===== config.mk =====
export PLATFORM = sky130hd
export DESIGN_NAME = pmi_port_match
export DESIGN_NICKNAME = d
export VERILOG_FILES = /design/src/hdl/pmi_pkg.sv /design/src/hdl/pmi_port_match.sv
export VERILOG_INCLUDE_DIRS = /design/src /design/src/hdl
export SDC_FILE = /design/constraint.sdc
export NUM_CORES = 1
export LEC_CHECK = 0
export ABC_CLOCK_PERIOD_IN_PS = 1900
export BUFFER_PORTS_ARGS = -buffer_cell sky130_fd_sc_hd__buf_2
export CAP_MARGIN = 0
export CORE_UTILIZATION = 35
export DETAILED_ROUTE_END_ITERATION = 8
export PLACE_DENSITY = 0.6
export SYNTH_ARGS = -nofsm -noshare
export SYNTH_HDL_FRONTEND = slang
export SYNTH_SLANG_ARGS = --single-unit

===== constraint.sdc =====
create_clock -name pclk -period 1.9 [get_ports pclk]
set_input_delay 0.19 -clock pclk [delete_from_list [all_inputs] [get_ports pclk]]
set_output_delay 0.19 -clock pclk [all_outputs]
set_load 0.005 [all_outputs]

===== src/hdl/pmi_params.svh =====
/*
 * Constants of the port pattern match interrupt unit: register offsets,
 * field positions, reset values and the qualification time.
 * Assumes a 20 MHz APB clock and an 8-bit input port.
 */
// Notes on behaviour
// - Only port pins with their mask bit set can raise the match interrupt.
// - Port value is compared every cycle against the match pattern register.
// - Flag sets when the chosen match condition becomes true while active.
// - Flag set with enable on gives one interrupt request.
// - Polarity select 1 means trigger on not-equal, 0 means equal.
// - An enabled match wakes the core from Idle or Power-down.
// - Match must persist longer than six core clocks; shorter ones ignored.
`ifndef PMI_PARAMS_SVH
`define PMI_PARAMS_SVH

`define PMI_OFS_MASK      12'h000
`define PMI_OFS_PATTERN   12'h004
`define PMI_OFS_CONTROL   12'h008
`define PMI_OFS_STATUS    12'h00c
`define PMI_OFS_IRQ_EN    12'h010
`define PMI_OFS_IRQ_CLR   12'h014

`define PMI_CTL_FLAG      0
`define PMI_CTL_POLARITY  1
`define PMI_CTL_ACTIVE    2

`define PMI_RST_MASK      8'h00
`define PMI_RST_PATTERN   8'hff

`define PMI_HOLD_CYCLES   6
`define PMI_CLK_NS        50

`endif


===== src/hdl/pmi_pkg.sv =====
/*
 * Types of the port pattern match interrupt unit.
 * Assumes nothing beyond the constants header.
 */
package pmi_pkg;
    typedef enum logic [2:0] {
        PMI_IDLE    = 3'b001,
        PMI_QUALIFY = 3'b010,
        PMI_HELD    = 3'b100
    } pmi_state_e;
endpackage


===== src/hdl/pmi_port_match.sv =====
/*
 * Port pattern match interrupt unit with an APB register slave.
 * Assumes port pins are asynchronous to pclk and a single pclk domain;
 * the power control outside uses wake_req to leave Idle or Power-down.
 */
// The register addresses and the APB slave port were left to the implementer.
`timescale 1ns/1ns
`include "pmi_params.svh"

module pmi_port_match #(
    parameter int PORT_W = 8
) (
    input  wire logic              pclk,
    input  wire logic              presetn,
    input  wire logic              clk_en,
    input  wire logic              psel,
    input  wire logic              penable,
    input  wire logic              pwrite,
    input  wire logic [11:0]       paddr,
    input  wire logic [31:0]       pwdata,
    output logic      [31:0]       prdata,
    output logic                   pready,
    output logic                   pslverr,
    input  wire logic [PORT_W-1:0] port_pins,
    output logic                   port_match_interrupt,
    output logic                   wake_req
);

    localparam logic [3:0] HOLD_N = 4'(`PMI_HOLD_CYCLES);

    // Refused at elaboration: the registers hold at most one 32-bit word
    if (PORT_W < 1 || PORT_W > 32) begin : g_bad_width
        $error("PORT_W must lie in 1..32");
    end

    logic [PORT_W-1:0] sync1_q;
    logic [PORT_W-1:0] sync2_q;
    logic [PORT_W-1:0] key_pin_mask_q;
    logic [PORT_W-1:0] key_match_pattern_q;
    logic              match_polarity_select_q;
    logic              active_q;
    logic              key_match_flag_q;
    logic              irq_en_q;
    logic [3:0]        hold_cnt_q;
    pmi_pkg::pmi_state_e state_q;

    logic              acc;
    logic              wr;
    logic              rd;
    logic              mapped;
    logic              differ;
    logic              cond;
    logic              qualified;
    logic              flag_clr;

    assign acc = psel && penable && clk_en;
    assign wr  = acc && pwrite;
    assign rd  = acc && !pwrite;
    assign mapped = (paddr == `PMI_OFS_MASK) || (paddr == `PMI_OFS_PATTERN) ||
                    (paddr == `PMI_OFS_CONTROL) || (paddr == `PMI_OFS_STATUS) ||
                    (paddr == `PMI_OFS_IRQ_EN) || (paddr == `PMI_OFS_IRQ_CLR);

    // Port pins pass two flops before comparison
    always_ff @(posedge pclk or negedge presetn) begin
        if (!presetn) begin
            sync1_q <= '0;
            sync2_q <= '0;
        end else if (clk_en) begin
            sync1_q <= port_pins;
            sync2_q <= sync1_q;
        end
    end

    // Masked pins never differ from the pattern
    assign differ = |((sync2_q ^ key_match_pattern_q) & key_pin_mask_q);
    // An all-zero mask in not-equal mode can never match, which is wanted
    assign cond = active_q && (match_polarity_select_q ? differ : !differ);

    // Qualification filter: cond must stand more than HOLD_N cycles
    always_ff @(posedge pclk or negedge presetn) begin
        if (!presetn) begin
            state_q    <= pmi_pkg::PMI_IDLE;
            hold_cnt_q <= 4'h0;
        end else if (clk_en) begin
            case (state_q)
                pmi_pkg::PMI_IDLE: begin
                    hold_cnt_q <= 4'h0;
                    if (cond) begin
                        state_q <= pmi_pkg::PMI_QUALIFY;
                    end
                end
                pmi_pkg::PMI_QUALIFY: begin
                    if (!cond) begin
                        state_q <= pmi_pkg::PMI_IDLE;
                    end else if (hold_cnt_q == HOLD_N - 4'h1) begin
                        state_q <= pmi_pkg::PMI_HELD;
                    end else begin
                        hold_cnt_q <= hold_cnt_q + 4'h1;
                    end
                end
                pmi_pkg::PMI_HELD: begin
                    if (!cond) begin
                        state_q <= pmi_pkg::PMI_IDLE;
                    end
                end
                default: begin
                    state_q <= pmi_pkg::PMI_IDLE;
                end
            endcase
        end
    end

    // Flag sets once per qualified match, not on every cycle it stays true
    assign qualified = clk_en && (state_q == pmi_pkg::PMI_QUALIFY) && cond &&
                       (hold_cnt_q == HOLD_N - 4'h1);

    assign flag_clr = wr && (((paddr == `PMI_OFS_CONTROL) && !pwdata[`PMI_CTL_FLAG]) ||
                             ((paddr == `PMI_OFS_IRQ_CLR) && pwdata[0]));

    // Set wins over a clear in the same cycle
    always_ff @(posedge pclk or negedge presetn) begin
        if (!presetn) begin
            key_match_flag_q <= 1'b0;
        end else if (qualified) begin
            key_match_flag_q <= 1'b1;
        end else if (flag_clr) begin
            key_match_flag_q <= 1'b0;
        end
    end

    always_ff @(posedge pclk or negedge presetn) begin
        if (!presetn) begin
            key_pin_mask_q          <= PORT_W'(`PMI_RST_MASK);
            key_match_pattern_q     <= PORT_W'(`PMI_RST_PATTERN);
            match_polarity_select_q <= 1'b0;
            active_q                <= 1'b0;
            irq_en_q                <= 1'b0;
        end else if (wr) begin
            case (paddr)
                `PMI_OFS_MASK: begin
                    key_pin_mask_q <= pwdata[PORT_W-1:0];
                end
                `PMI_OFS_PATTERN: begin
                    key_match_pattern_q <= pwdata[PORT_W-1:0];
                end
                `PMI_OFS_CONTROL: begin
                    match_polarity_select_q <= pwdata[`PMI_CTL_POLARITY];
                    active_q                <= pwdata[`PMI_CTL_ACTIVE];
                end
                `PMI_OFS_IRQ_EN: begin
                    irq_en_q <= pwdata[0];
                end
                default: begin
                end
            endcase
        end
    end

    // Outputs registered; interrupt and wake follow flag and enable one cycle later
    always_ff @(posedge pclk or negedge presetn) begin
        if (!presetn) begin
            port_match_interrupt <= 1'b0;
            wake_req             <= 1'b0;
        end else if (clk_en) begin
            port_match_interrupt <= key_match_flag_q && irq_en_q;
            wake_req             <= key_match_flag_q && irq_en_q;
        end
    end

    always_ff @(posedge pclk or negedge presetn) begin
        if (!presetn) begin
            prdata  <= 32'h0000_0000;
            pready  <= 1'b0;
            pslverr <= 1'b0;
        end else if (clk_en) begin
            pready  <= psel && !penable;
            pslverr <= psel && !penable && !mapped;
            prdata  <= 32'h0000_0000;
            if (psel && !penable && !pwrite) begin
                case (paddr)
                    `PMI_OFS_MASK:    prdata <= 32'(key_pin_mask_q);
                    `PMI_OFS_PATTERN: prdata <= 32'(key_match_pattern_q);
                    `PMI_OFS_CONTROL: prdata <= {29'h0, active_q, match_polarity_select_q, key_match_flag_q};
                    `PMI_OFS_STATUS:  prdata <= {31'h0, key_match_flag_q};
                    `PMI_OFS_IRQ_EN:  prdata <= {31'h0, irq_en_q};
                    default:          prdata <= 32'h0000_0000;
                endcase
            end
        end
    end

    logic unused_rd;
    assign unused_rd = rd;

    a_flag_needs_hold: assert property (@(posedge pclk) disable iff (!presetn)
        $rose(key_match_flag_q) |-> $past(cond, 1) && $past(cond, 2) && $past(cond, 3) &&
            $past(cond, 4) && $past(cond, 5) && $past(cond, 6) && $past(cond, 7))
        else $error("flag set without a match held seven cycles");

    a_mask_gates_pins: assert property (@(posedge pclk) disable iff (!presetn)
        (key_pin_mask_q == '0) && clk_en |-> !differ)
        else $error("masked pin took part in comparison");

    a_polarity_equal: assert property (@(posedge pclk) disable iff (!presetn)
        active_q && !match_polarity_select_q && (sync2_q == key_match_pattern_q) |-> cond)
        else $error("equal match not seen");

    a_inactive_no_flag: assert property (@(posedge pclk) disable iff (!presetn)
        !active_q [*8] |=> !$rose(key_match_flag_q))
        else $error("flag set while function inactive");

    a_flag_sticky: assert property (@(posedge pclk) disable iff (!presetn)
        key_match_flag_q && !flag_clr |=> key_match_flag_q)
        else $error("flag dropped without software clear");

    a_irq_follows: assert property (@(posedge pclk) disable iff (!presetn)
        clk_en && key_match_flag_q && irq_en_q |=> port_match_interrupt)
        else $error("interrupt not raised for enabled flag");

    a_wake_follows: assert property (@(posedge pclk) disable iff (!presetn)
        clk_en && !(key_match_flag_q && irq_en_q) |=> !wake_req)
        else $error("wake without enabled flag");

    a_short_ignored: assert property (@(posedge pclk) disable iff (!presetn)
        clk_en && !cond ##1 clk_en && cond [*3] ##1 clk_en && !cond |=> !$rose(key_match_flag_q))
        else $error("short match set the flag");

    // Checker-only run length of cond; saturates so a long hold never wraps
    logic [3:0] cond_run_q;

    always_ff @(posedge pclk or negedge presetn) begin
        if (!presetn) begin
            cond_run_q <= 4'h0;
        end else if (clk_en) begin
            if (!cond) begin
                cond_run_q <= 4'h0;
            end else if (cond_run_q != 4'hf) begin
                cond_run_q <= cond_run_q + 4'h1;
            end
        end
    end

    a_run_before_flag: assert property (@(posedge pclk) disable iff (!presetn)
        $rose(key_match_flag_q) |-> (cond_run_q >= HOLD_N + 4'h1))
        else $error("flag set after a run shorter than seven cycles");

    a_long_sets: assert property (@(posedge pclk) disable iff (!presetn)
        clk_en && !cond ##1 (clk_en && cond) [*7] |=> key_match_flag_q)
        else $error("seven-cycle match did not set the flag");

    a_hold_bound: assert property (@(posedge pclk) disable iff (!presetn)
        (state_q == pmi_pkg::PMI_QUALIFY) |-> (hold_cnt_q < HOLD_N))
        else $error("hold counter ran past its limit");

    a_state_onehot: assert property (@(posedge pclk) disable iff (!presetn)
        $onehot(state_q))
        else $error("filter state not one-hot");

    a_frozen_filter: assert property (@(posedge pclk) disable iff (!presetn)
        !clk_en |=> $stable(state_q) && $stable(hold_cnt_q) && $stable(key_match_flag_q))
        else $error("filter moved while clock enable low");

    a_sync_stage: assert property (@(posedge pclk) disable iff (!presetn)
        clk_en |=> (sync2_q == $past(sync1_q)))
        else $error("second sync stage skipped");

    a_inactive_no_cond: assert property (@(posedge pclk) disable iff (!presetn)
        !active_q |-> !cond)
        else $error("match condition while inactive");

    a_notequal_match: assert property (@(posedge pclk) disable iff (!presetn)
        active_q && match_polarity_select_q && differ |-> cond)
        else $error("not-equal match not seen");

    a_equal_miss: assert property (@(posedge pclk) disable iff (!presetn)
        active_q && !match_polarity_select_q && differ |-> !cond)
        else $error("equal mode matched a differing port");

    a_set_wins: assert property (@(posedge pclk) disable iff (!presetn)
        qualified |=> key_match_flag_q)
        else $error("qualified match did not set the flag");

    a_flag_clears: assert property (@(posedge pclk) disable iff (!presetn)
        flag_clr && !qualified |=> !key_match_flag_q)
        else $error("software clear ignored");

    a_status_ro: assert property (@(posedge pclk) disable iff (!presetn)
        wr && (paddr == `PMI_OFS_STATUS) && !qualified |=> $stable(key_match_flag_q))
        else $error("status write changed the flag");

    a_write_mask: assert property (@(posedge pclk) disable iff (!presetn)
        wr && (paddr == `PMI_OFS_MASK) |=> (key_pin_mask_q == $past(pwdata[PORT_W-1:0])))
        else $error("mask write lost");

    a_write_pattern: assert property (@(posedge pclk) disable iff (!presetn)
        wr && (paddr == `PMI_OFS_PATTERN) |=> (key_match_pattern_q == $past(pwdata[PORT_W-1:0])))
        else $error("pattern write lost");

    a_write_polarity: assert property (@(posedge pclk) disable iff (!presetn)
        wr && (paddr == `PMI_OFS_CONTROL) |=> (match_polarity_select_q == $past(pwdata[`PMI_CTL_POLARITY])))
        else $error("polarity write lost");

    a_irq_clears: assert property (@(posedge pclk) disable iff (!presetn)
        clk_en && !(key_match_flag_q && irq_en_q) |=> !port_match_interrupt)
        else $error("interrupt without enabled flag");

    a_wake_rises: assert property (@(posedge pclk) disable iff (!presetn)
        clk_en && key_match_flag_q && irq_en_q |=> wake_req)
        else $error("wake not raised for enabled flag");

    a_wake_irq_same: assert property (@(posedge pclk) disable iff (!presetn)
        1'b1 |-> (wake_req == port_match_interrupt))
        else $error("wake and interrupt disagree");

    a_pready_answers: assert property (@(posedge pclk) disable iff (!presetn)
        clk_en && psel && !penable |=> pready)
        else $error("no ready in access cycle");

    a_pready_single: assert property (@(posedge pclk) disable iff (!presetn)
        clk_en && !(psel && !penable) |=> !pready)
        else $error("ready outside access cycle");

    a_slverr_unmapped: assert property (@(posedge pclk) disable iff (!presetn)
        clk_en && psel && !penable && !mapped |=> pslverr)
        else $error("unmapped access without error");

    a_slverr_mapped: assert property (@(posedge pclk) disable iff (!presetn)
        clk_en && psel && !penable && mapped |=> !pslverr)
        else $error("error on mapped access");

    a_prdata_idle: assert property (@(posedge pclk) disable iff (!presetn)
        clk_en && !(psel && !penable && !pwrite) |=> (prdata == 32'h0000_0000))
        else $error("read data outside a read");

    a_read_mask: assert property (@(posedge pclk) disable iff (!presetn)
        clk_en && psel && !penable && !pwrite && (paddr == `PMI_OFS_MASK) |=>
            (prdata[PORT_W-1:0] == $past(key_pin_mask_q)))
        else $error("mask read back wrong");

    a_read_status: assert property (@(posedge pclk) disable iff (!presetn)
        clk_en && psel && !penable && !pwrite && (paddr == `PMI_OFS_STATUS) |=>
            (prdata == {31'h0, $past(key_match_flag_q)}))
        else $error("status read back wrong");

endmodule


Word level (Yosys, flattened, before mapping)
Index checks and enable logic that the tools add are counted.
{"block": "word_totals", "output_inout_bits": 36, "word_cells": 79, "ff_bits": 78, "in_bits": 58}
{"block": "op_classes", "n_addsub": 1, "mux": 13, "n_eq_ne": 14, "bitwise": 2, "reduce_logical": 35}
{"operator": "$pmux W8 S5", "count": 1}
{"operator": "$eq A12 B4 Y1 const B", "count": 2}
{"operator": "$eq A12 B5 Y1 const B", "count": 2}
{"operator": "$logic_and A1 B1 Y1", "count": 14}
{"operator": "$eq A12 B3 Y1 const B", "count": 1}
{"operator": "$logic_not A12 Y1", "count": 1}
{"operator": "$mux W3", "count": 4}
{"operator": "$pmux W3 S3", "count": 1}
{"operator": "$and A8 B8 Y8", "count": 1}
{"operator": "$mux W4", "count": 2}
{"operator": "$mux W8", "count": 1}
{"operator": "$ne A2 B2 Y1 const B", "count": 4}
{"operator": "$pmux W4 S2", "count": 1}
{"operator": "$reduce_and A2 Y1", "count": 4}
{"operator": "$reduce_and A4 Y1", "count": 2}
{"operator": "$reduce_or A8 Y1", "count": 1}
{"operator": "$xor A8 B8 Y8", "count": 1}
{"operator": "$logic_or A1 B1 Y1", "count": 6}
{"operator": "$logic_not A1 Y1", "count": 5}
{"operator": "$add A4 B1 Y4 const B", "count": 1}
{"operator": "$eq A4 B3 Y1 const B", "count": 1}
{"operator": "$reduce_bool A2 Y1", "count": 2}
{"operator": "$eq A3 B1 Y1 const B", "count": 1}
{"operator": "$eq A3 B2 Y1 const B", "count": 1}
{"operator": "other kinds (3)", "count": 5}

Longest topological paths before layout
Gate-level depths: netlist of the first run.
{"block": "logic_depth", "ltp_word": 9, "depth_mapped": 7, "depth_no_buf": 7}

Least setup slack after synthesis of the first run
Ideal clock, no wire load.
{"block": "synth_path", "kind": "flip-flop to flip-flop", "from": "register key_match_pattern_q[7]", "to": "register hold_cnt_q[2]", "arrival_ns": 1.630, "path_buffers": 0, "path_slack_ns": 0.124, "setup_ns": 0.146, "stages_incl_launch_ff": 7, "required_ns": 1.754, "synth_period_minus_slack_ns": 1.776, "path_cell_list": "dfstp_2 -> xor2_1 -> a22oi_1 -> and4_1 -> mux2_2 -> o211ai_1 -> o311ai_0"}
{"block": "synth_via", "elab_chain_len": 8}
{"element": "start, declared", "line_no": "pmi_port_match.sv:39", "text": "logic [PORT_W-1:0] key_match_pattern_q;"}
{"element": "start signal, assigned", "line_no": "pmi_port_match.sv:134", "text": "key_match_pattern_q <= PORT_W'(`PMI_RST_PATTERN);"}
{"element": "start signal, assigned", "line_no": "pmi_port_match.sv:144", "text": "key_match_pattern_q <= pwdata[PORT_W-1:0];"}
{"element": "$xor A8 B8 Y8 *", "line_no": "pmi_port_match.sv:75", "text": "assign differ = |((sync2_q ^ key_match_pattern_q) & key_pin_mask_q);"}
{"element": "$and A8 B8 Y8 *", "line_no": "pmi_port_match.sv:75"}
{"element": "$reduce_or A8 Y1 *", "line_no": "pmi_port_match.sv:75"}
{"element": "$logic_not A1 Y1", "line_no": "pmi_port_match.sv:77", "text": "assign cond = active_q && (match_polarity_select_q ? differ : !differ);"}
{"element": "$mux W1 *", "line_no": "pmi_port_match.sv:77"}
{"element": "$logic_and A1 B1 Y1 *", "line_no": "pmi_port_match.sv:77"}
{"element": "$ne A2 B2 Y1 (no source line) *"}
{"element": "$reduce_and A4 Y1 (no source line) *"}
{"element": "end signal, assigned", "line_no": "pmi_port_match.sv:98", "text": "hold_cnt_q <= hold_cnt_q + 4'h1;"}
{"element": "end, declared", "line_no": "pmi_port_match.sv:44", "text": "logic [3:0] hold_cnt_q;"}
Mark *: on every way between the ends. The rest lies on a longest branch, timed or not.
A chain may end at the register's enable or synchronous reset.

Worst setup path in the final report of the first run
{"block": "layout_path", "from": "register key_match_pattern_q[5]", "to": "register hold_cnt_q[3]"}
Same word-level chain as after synthesis.

==> results, run 1 <==
- The worst hold path passes through 2 cells.
- The area share of and/or/nand/nor cells after synthesis is 0.0886.
- The share of the Yosys chip area taken by registers is 0.502.
- The final-report setup violation count is 0.
- After synthesis, the share of cell area in mux cells is 0.179.
- The tool flagged a number of max-cap violations equal to 0.
- From synthesis to final layout, the design area changed by 18.0%.
- The number of global-route vias before repair is 1730.
- The number of distinct library cells after synthesis is 40.
- The fraction of registers with async set/reset is 1.00.
- Of the total synthesized cell area, the portion taken by full adders, half adders and majority gates is 0.00923.
- The average wire per cell in the routed design is 12.8 um.
- The signal on the critical path passes through xor2_1 > a22oi_1 > and4_4 > mux2_4 > o211ai_1 > o311ai_1.
- STA classifies the critical path startpoint as a flop.
- The post-synthesis share of cell area spent on xor and xnor gates is 0.0323.
- For this run, the detailed router's first-pass iteration total came to 4.
- The core region area is 7370 sq um.
- Of the total power, the share spent switching nets is 0.236.
- The floorplan step defined a die boundary enclosing 8110 sq um.
- The total I/O pin count is 94.
- The ratio of routed vias to standard cells is 4.71.
- The total number of nets in the final design is 354.
- Once layout is complete, the utilization of the core stands at 0.434.
- In the post-synthesis netlist, the biggest area contributors are dfrtp_1 42%, mux2_2 15%, dfstp_2 8.7%, buf_4 6.9%, mux2i_1 3.0%.
- The cell count after synthesis is ~240.
- The count of H-tree levels built during CTS is 2.
- The initial core utilization is 0.368.
- The data required time of the worst path is between 2 and 2.5 ns.
- The relative slew slack is 0.632.
- TritonCTS built the clock tree.
- The type of destination of the critical path is a flop.
- The number of nets with antenna violations after detailed routing is 0.
- The hold path endpoint is sync1_q[3]$_DFFE_PN0P_.
- dfrtp_1 is the most common cell in the netlist.
- The vias after detailed routing is 1854.
- In the final layout, the share of cells above drive strength 1 is 0.407.
- A synthesized cell averages between 10 and 15 sq um.
- Along the worst path, the maximum fanout reaches 7.
- The Yosys step of the flow raised 0 warnings.
- The endpoint identified for the worst register-to-register timing path is hold_cnt_q[3]$_DFFE_PN0P_.
- After synthesis the cells add up to 2710 sq um.
- The total global routing track utilization is 0.129.
- The number of cells on the worst reg-to-reg path is 6.
- The share of total power dissipated in combinational logic is 0.087.
- The overall overflow remaining after global route is 0.
- In this run the power density over the cells is 690 nW/um^2.
- Ranked by instance count, the synthesized netlist is headed by 45 x dfrtp_1, 36 x mux2_2, 25 x buf_4, 14 x inv_1, 12 x nand2_1.
- From bottom edge to top edge, the die measures 90.0 um.
- Setup repair after global routing could not meet its margin everywhere.
- In this run the most critical hold path is launched from port_pins[3].
- The number of max-slew violations in the final report is 0.
- The largest single stage delay on the critical path is around 0.55 ns.
- The internal power contribution is 1690 uW.
- The share of total power dissipated in sequential elements is 0.555.
- The minimum period implied by the final worst setup slack is ~1.9 ns.
- On the final layout, the worst clock skew is 0.0105 ns.
- The largest total area in the synthesized netlist belongs to dfrtp_1.
- The synthesized-area fraction occupied by ao, oa, aoi and oai cells was 0.0872.
- The count of standard-cell rows is 31.
- The setup slack of the most critical reg-to-reg path is 0.04 ns.
- For this run, the top clock speed supported by timing is 0.538 GHz.
- The share of the synthesized area in the top cell type is 0.415.
- The placer congestion estimate is 0.721.
- The number of antenna diodes is 0.
- Summed over all layers, the routed wires come to between 5000 and 6000 um.
- Of the available clock period, the critical path in the final layout requires 0.978.
- Counting along the longest clock path gives a buffer depth of 2.
- The clock-pin slew on the worst setup and hold paths is about 0.11 ns.
- In this run the static leakage power is between 0.0015 and 0.002 uW.
- The synthesized design contains 0 enable-type register cells.
- The share of total power dissipated in the clock network is 0.359.
- The prevailing post-synth register cell is dfrtp_1.
- By area, the combinational part of the netlist is dominated by multiplexers.
- The actual transition at the worst max-transition pin is 0.552 ns.
- The cell family contributing the most delay on the critical path is flip-flops.
- Port buffering added 45 buffers.
- At the worst endpoint, the arrival time is 2.05 ns.
- The worst setup path is of the flop to flop kind.
- Setup total negative slack on the finished layout was measured at 0 ns.
- The largest net degree at the start of global routing is 36.
- The largest individual stage delay along the critical path comes from the cell dfstp_2.
- From left edge to right edge, the die measures 90.0 um.
- Counting every sink on the clock net gives 54.
- The root buffer cell chosen for the clock tree is clkbuf_8.
- The class of the tightest hold or removal check is input port to flop.
- The switching power is approximately 520 uW.
- The number of antenna violations at the first check in global routing is 1.
- The first-pass GRT wire length is 8380 um.
- The number of endpoints with negative hold slack in the final report was 0.
- The total CTS buffers is 5.
- The startpoint identified for the worst register-to-register timing path is key_match_pattern_q[5]$_DFFE_PN1P_.
- The half-perimeter wire length of the detailed placement result is 3790 um.
- IR analysis of the VDD net gives a maximum drop of 349 uV.
- The violation count after the first detailed-route iteration is a little over 90.
- The critical path depth is 6.
- The number of buffers and inverters on the critical path is 0.
- The synthesized design contains 54 register bits.
- The run finished with clean final reports.
- In the routed design, unresolved DRC markers number 0.
- The clock network latency to the later pin of the worst-skew pair is 0.31 ns.
area by class of cell:
class / instances / area, sq um
clock buffer: 5 / 68.8
clock inverter: 3 / 47.5
fill: 734 / 4170
inverter: 14 / 52.6
multi-input combinational: 159 / 1190
sequential: 54 / 1360
tap: 99 / 124
timing repair buffer: 60 / 353
worst max-delay path by stage:
stage | from | to | slack [ns]
detailed placement | key_match_pattern_q[7]$_DFFE_PN1P_ | key_match_flag_q$_DFFE_PN0P_ | -0.08
global route | key_match_pattern_q[7]$_DFFE_PN1P_ | hold_cnt_q[2]$_DFFE_PN0P_ | -0.07
global placement | key_match_pattern_q[7]$_DFFE_PN1P_ | key_match_flag_q$_DFFE_PN0P_ | -0.06
CTS | key_match_pattern_q[7]$_DFFE_PN1P_ | hold_cnt_q[3]$_DFFE_PN0P_ | 0.009
finish | key_match_pattern_q[5]$_DFFE_PN1P_ | hold_cnt_q[3]$_DFFE_PN0P_ | 0.04
floorplan | key_match_pattern_q[7]$_DFFE_PN1P_ | hold_cnt_q[2]$_DFFE_PN0P_ | 0.12
metal layers:
metal,vias to the layer above,share of wire,GRT usage
li1,895,-,-
met1,877,0.48,0.181
met2,72,0.43,0.193
met3,8,0.070,0.0364
met4,2,0.012,0.0403
met5,-,0.0026,0
cells in the final DEF, fill, tap and decap left out, types with 2 or more instances in the layout:
cell and instances:
xor2_1 8, nor2_1 5, buf_4 13, clkbuf_8 5, mux2_2 35, buf_2 45
nand2b_1 3, ha_1 2, inv_1 14, mux2i_1 8, nor2b_1 3, conb_1 24
o22ai_1 9, nand2_1 12, o21ai_0 8, nor3_1 3, nor3_2 2, or3_1 3
dfrtp_1 45, a22oi_1 3, a21oi_1 6, o311ai_1 2, dfstp_2 9, o211ai_1 2
nand3_1 3
power by group through the flow:
stage | Combinational, uW | Clock, uW | Sequential [uW]
5_1_grt | 215 | 868 | 1230
4_1_cts | 194 | 818 | 1230
3_5_place_dp | 192 | 0 | 1250
6_report | 192 | 792 | 1220
2_1_floorplan | 143 | 0 | 1240
3_3_place_gp | 189 | 0 | 1250
cells by family after synthesis:
group | after synthesis
other cells | 1
flops | 54
buf+inv | 47
mux | 44
compound gates | 37
simple gates | 42
xor+xnor | 10
fa+ha+maj | 2
per-stage QoR:
step	area [sq um]	hold slack, ns	setup slack (ns)	total power [uW]	instances
2_1_floorplan	2800	-0.106	0.124	1380	260
3_5_place_dp	3050	0.211	-0.0756	1440	385
6_report	3200	0.0964	0.0414	2210	394
3_3_place_gp	3050	0.212	-0.0576	1430	385
5_1_grt	3200	0.0859	-0.0686	2310	394
4_1_cts	3180	0.0887	0.00944	2240	394
registers in the layout (all words and copies together) (netlist names):
| name | cells |
|---|---|
| pslverr | 1 |
| key_match_pattern_q | 8 |
| key_match_flag_q | 1 |
| key_pin_mask_q | 8 |
| sync1_q | 8 |
| hold_cnt_q | 4 |
| state_q | 3 |
| wake_req | 1 |
| irq_en_q | 1 |
| prdata | 8 |
| active_q | 1 |
| sync2_q | 8 |
| pready | 1 |
| match_polarity_select_q | 1 |
timing repair:
item	in CTS	in global routing
hold buffers	1	0
setup buffers	0	0
gates resized for setup	5	3
pin swaps	3	5
hold endpoints to repair	19	0
endpoints found under the setup margin	6	6
No activity file was read; power rests on OpenSTA's default activity.
==> run 2, diff against run 1 <==
--- a/config.mk
+++ b/config.mk
@@ -9,9 +9,9 @@
 export ABC_CLOCK_PERIOD_IN_PS = 1900
 export BUFFER_PORTS_ARGS = -buffer_cell sky130_fd_sc_hd__buf_2
 export CAP_MARGIN = 0
-export CORE_UTILIZATION = 35
+export CORE_UTILIZATION = 48
 export DETAILED_ROUTE_END_ITERATION = 8
-export PLACE_DENSITY = 0.6
+export PLACE_DENSITY = 0.78
 export SYNTH_ARGS = -nofsm -noshare
 export SYNTH_HDL_FRONTEND = slang
 export SYNTH_SLANG_ARGS = --single-unit
==> run 2 against run 1 <==
- clock skew is 0.00056 ns higher
- setup slack lost 0.014 ns
- register-to-register slack about the same
- clock-buffer cell count unchanged
- flip-flop and latch count did not move
- largest power group unchanged
==> results, run 2 (synthesized netlist as in run 1, its figures left out) <==
- The count of H-tree levels built during CTS is 2 (unchanged).
- The number of endpoints with negative hold slack in the final report came to 0 (unchanged).
- The maximum resistive drop on vdd is 589 uV (+69%).
- The count of buffering cells on the critical path with inverters included is 0 (unchanged).
- The total I/O pin count came to 94 (unchanged).
- The clock-pin slew on the worst setup and hold paths was 0.10 ns (about the same).
- The data required time of the worst path is 2.09 ns (about the same).
- The non-filler instance count after layout is 368 (-6.6%).
- TritonCTS built the clock tree.
- The delay of the slowest cell on the worst path was 0.55 ns (about the same).
- The setup slack of the most critical reg-to-reg path is 0.03 ns (about the same).
- The clock tree skew after final layout is 0.0110 ns (+0.000557 ns).
- The number of detailed-route iterations in the first pass is 4 (unchanged).
- The core region area is 5470 sq um (-26%).
- The number of global-route vias before repair is 1721 (-0.52%).
- The chip height is 77.2 um (-14%).
- The total global routing track utilization is 0.184 (+0.0546).
- The standby leakage power was 0.00151 uW (+0.38%).
- The violation count after the first detailed-route iteration is 161 (+75%).
- Setup repair after global routing could not meet its margin everywhere.
- The total CTS buffers is 5 (unchanged).
- Walking the worst path, the cells encountered are xor2_1 > a22oi_1 > and4_4 > mux2_4 > o211ai_1 > o311ai_2.
- The overall overflow remaining after global route is 0 (unchanged).
- The number of clock sinks is 54 (unchanged).
- From synthesis to final layout, the design area changed by 16.9%.
- The ratio of routed vias to standard cells was 5.07 (+7.7%).
- The maximum count of clock buffers along a single path is 2 (unchanged).
- The power density over the cells is 698 nW/um^2 (+1.2%).
- The hold path endpoint is sync1_q[5]$_DFFE_PN0P_.
- The total number of nets in the final design is 355 (+0.28%).
- Leaving out fill and tap cells, the most frequent cells in the layout are 45 x dfrtp_1, 45 x buf_2, 35 x mux2_2.
- The smallest hold slack came to 0.107 ns (+0.0106 ns).
- The number of cells in the design after placement is 359 (-6.8%).
- The share of the clock period used by the worst path after layout is 0.986 (+0.00761).
- The average wire per cell in the routed design is 13.3 um (+3.5%).
- The share of post-route cells with drive strength above 1 came to 0.405 (-0.00137).
- The clock network latency to the later pin of the worst-skew pair was 0.32 ns (about the same).
- The reg-to-reg critical path endpoint is hold_cnt_q[2]$_DFFE_PN0P_.
- In this run the worst hold path is classified as input port to flop.
- The worst path arrival time is 2.06 ns (about the same).
- The horizontal die dimension is 77.2 um (-14%).
- STA classifies the critical path endpoint as a flop.
- The element type at the critical path start is a flop.
- The initial core utilization was 0.496 (+0.128).
- The placer congestion estimate is 0.768 (+6.5%).
- The flow ran to the end, and the final reports show no timing, DRC or antenna violations.
- The cell type of the slowest stage on the worst timing path is dfstp_2.
- The vias after detailed routing came to 1865 (+0.59%).
- The count of standard-cell rows came to 27 (-13%).
- The final-report setup violation count was 0 (unchanged).
- The startpoint of the lowest-slack hold path is port_pins[5].
- The largest net degree at the start of global routing was 36 (unchanged).
- The worst setup path is of the flop to flop kind.
- The length in cells of the worst reg-to-reg path came to 6 (unchanged).
- The minimum period implied by the final worst setup slack is 1.87 ns (+0.0145 ns).
- The count of max-cap constraint violations was 0 (unchanged).
- The die area is 5960 sq um (-27%).
- The number of nets with antenna violations after detailed routing is 0 (unchanged).
- The quantity of I/O buffers inserted on ports is 45 (unchanged).
- The number of antenna violations at the first check in global routing came to 1 (unchanged).
- The maximum fanout along the worst path was 7 (unchanged).
- The startpoint of the worst register-to-register path is key_match_pattern_q[1]$_DFFE_PN1P_.
- The instance count along the most critical hold path was 2 (unchanged).
- The half-perimeter wire length of the detailed placement result came to 3640 um (-4.0%).
- The number of fillers in the final layout came to 471 (-36%).
- The achievable frequency came to 0.534 GHz (-0.77%).
- Broken down by cell family, the worst path's largest delay share belongs to flip-flops.
- The first-pass GRT wire length is 8420 um (+0.57%).
- The routed wire length came to 4890 um (-3.3%).
- The clock root buffer is clkbuf_8.
- The total DRC errors in the routed layout is 0 (unchanged).
- The number of antenna diodes came to 0 (unchanged).
- The number of max-slew violations in the final report came to 0 (unchanged).
run 2: worst reg2reg max path, cell delays in order, from the launching register on:
cell and delay, ns:
dfstp_2 0.55, xor2_1 0.06, a22oi_1 0.20, and4_4 0.26, mux2_4 0.35, o211ai_1 0.21
o311ai_2 0.12
run 2: worst max-delay path by stage:
stage                                               to  slack, ns  cells past startpoint                          startpoint
after floorplan              hold_cnt_q[2]$_DFFE_PN0P_       0.12                      6  key_match_pattern_q[7]$_DFFE_PN1P_
after global placement    key_match_flag_q$_DFFE_PN0P_      -0.07                      6  key_match_pattern_q[7]$_DFFE_PN1P_
after detailed placement     hold_cnt_q[3]$_DFFE_PN0P_      -0.08                      6  key_match_pattern_q[7]$_DFFE_PN1P_
after CTS                    hold_cnt_q[1]$_DFFE_PN0P_     -0.008                      6  key_match_pattern_q[7]$_DFFE_PN1P_
after global routing         hold_cnt_q[2]$_DFFE_PN0P_      -0.09                      6  key_match_pattern_q[7]$_DFFE_PN1P_
final                        hold_cnt_q[2]$_DFFE_PN0P_       0.03                      6  key_match_pattern_q[1]$_DFFE_PN1P_
run 2: routing by layer:
layer  share of wire  up-vias  global-route usage  wire, um
li1                -      895                   -         -
met1            0.45      879               0.249      2190
met2            0.46       83               0.287      2260
met3           0.078        6              0.0571       384
met4          0.0086        2              0.0453        42
met5          0.0027        -                   0        13
run 2: layout make-up:
| class | instances | area (sq um) | area share |
|---|---|---|---|
| Inverter | 14 | 52.6 | 0.0166 |
| Sequential cell | 54 | 1360 | 0.430 |
| Clock inverter | 3 | 47.5 | 0.0150 |
| Multi-Input combinational cell | 159 | 1190 | 0.375 |
| Clock buffer | 5 | 68.8 | 0.0217 |
| Timing Repair Buffer | 61 | 360 | 0.114 |
| Tap cell | 72 | 90.1 | 0.0284 |
run 2: metrics by stage:
| step | instance area [sq um] | setup WS [ns] | setup TNS, ns | util | power [uW] |
|---|---|---|---|---|---|
| finish | 3170 | 0.0269 | 0 | 0.579 | 2210 |
| global route | 3170 | -0.0878 | -0.238 | 0.579 | 2330 |
| CTS | 3160 | -0.00796 | -0.0156 | 0.577 | 2240 |
| detailed placement | 3020 | -0.0777 | -0.327 | 0.552 | 1440 |
| global placement | 3020 | -0.0742 | -0.151 | 0.552 | 1430 |
| floorplan | 2800 | 0.124 | 0 | - | 1380 |
run 2: where the power goes:
part	internal (uW)	switching, uW
clock network	402	390
logic	92.4	99.8
registers	1200	31.0
run 2: repair_timing:
action / in CTS / in global routing
resized for setup: 4 / 3
gates cloned: 0 / 0
setup endpoints to repair: 6 / 6
setup buffers: 0 / 0
pin swaps: 3 / 5
hold buffers: 1 / 0
endpoints found under the hold margin: 14 / 0
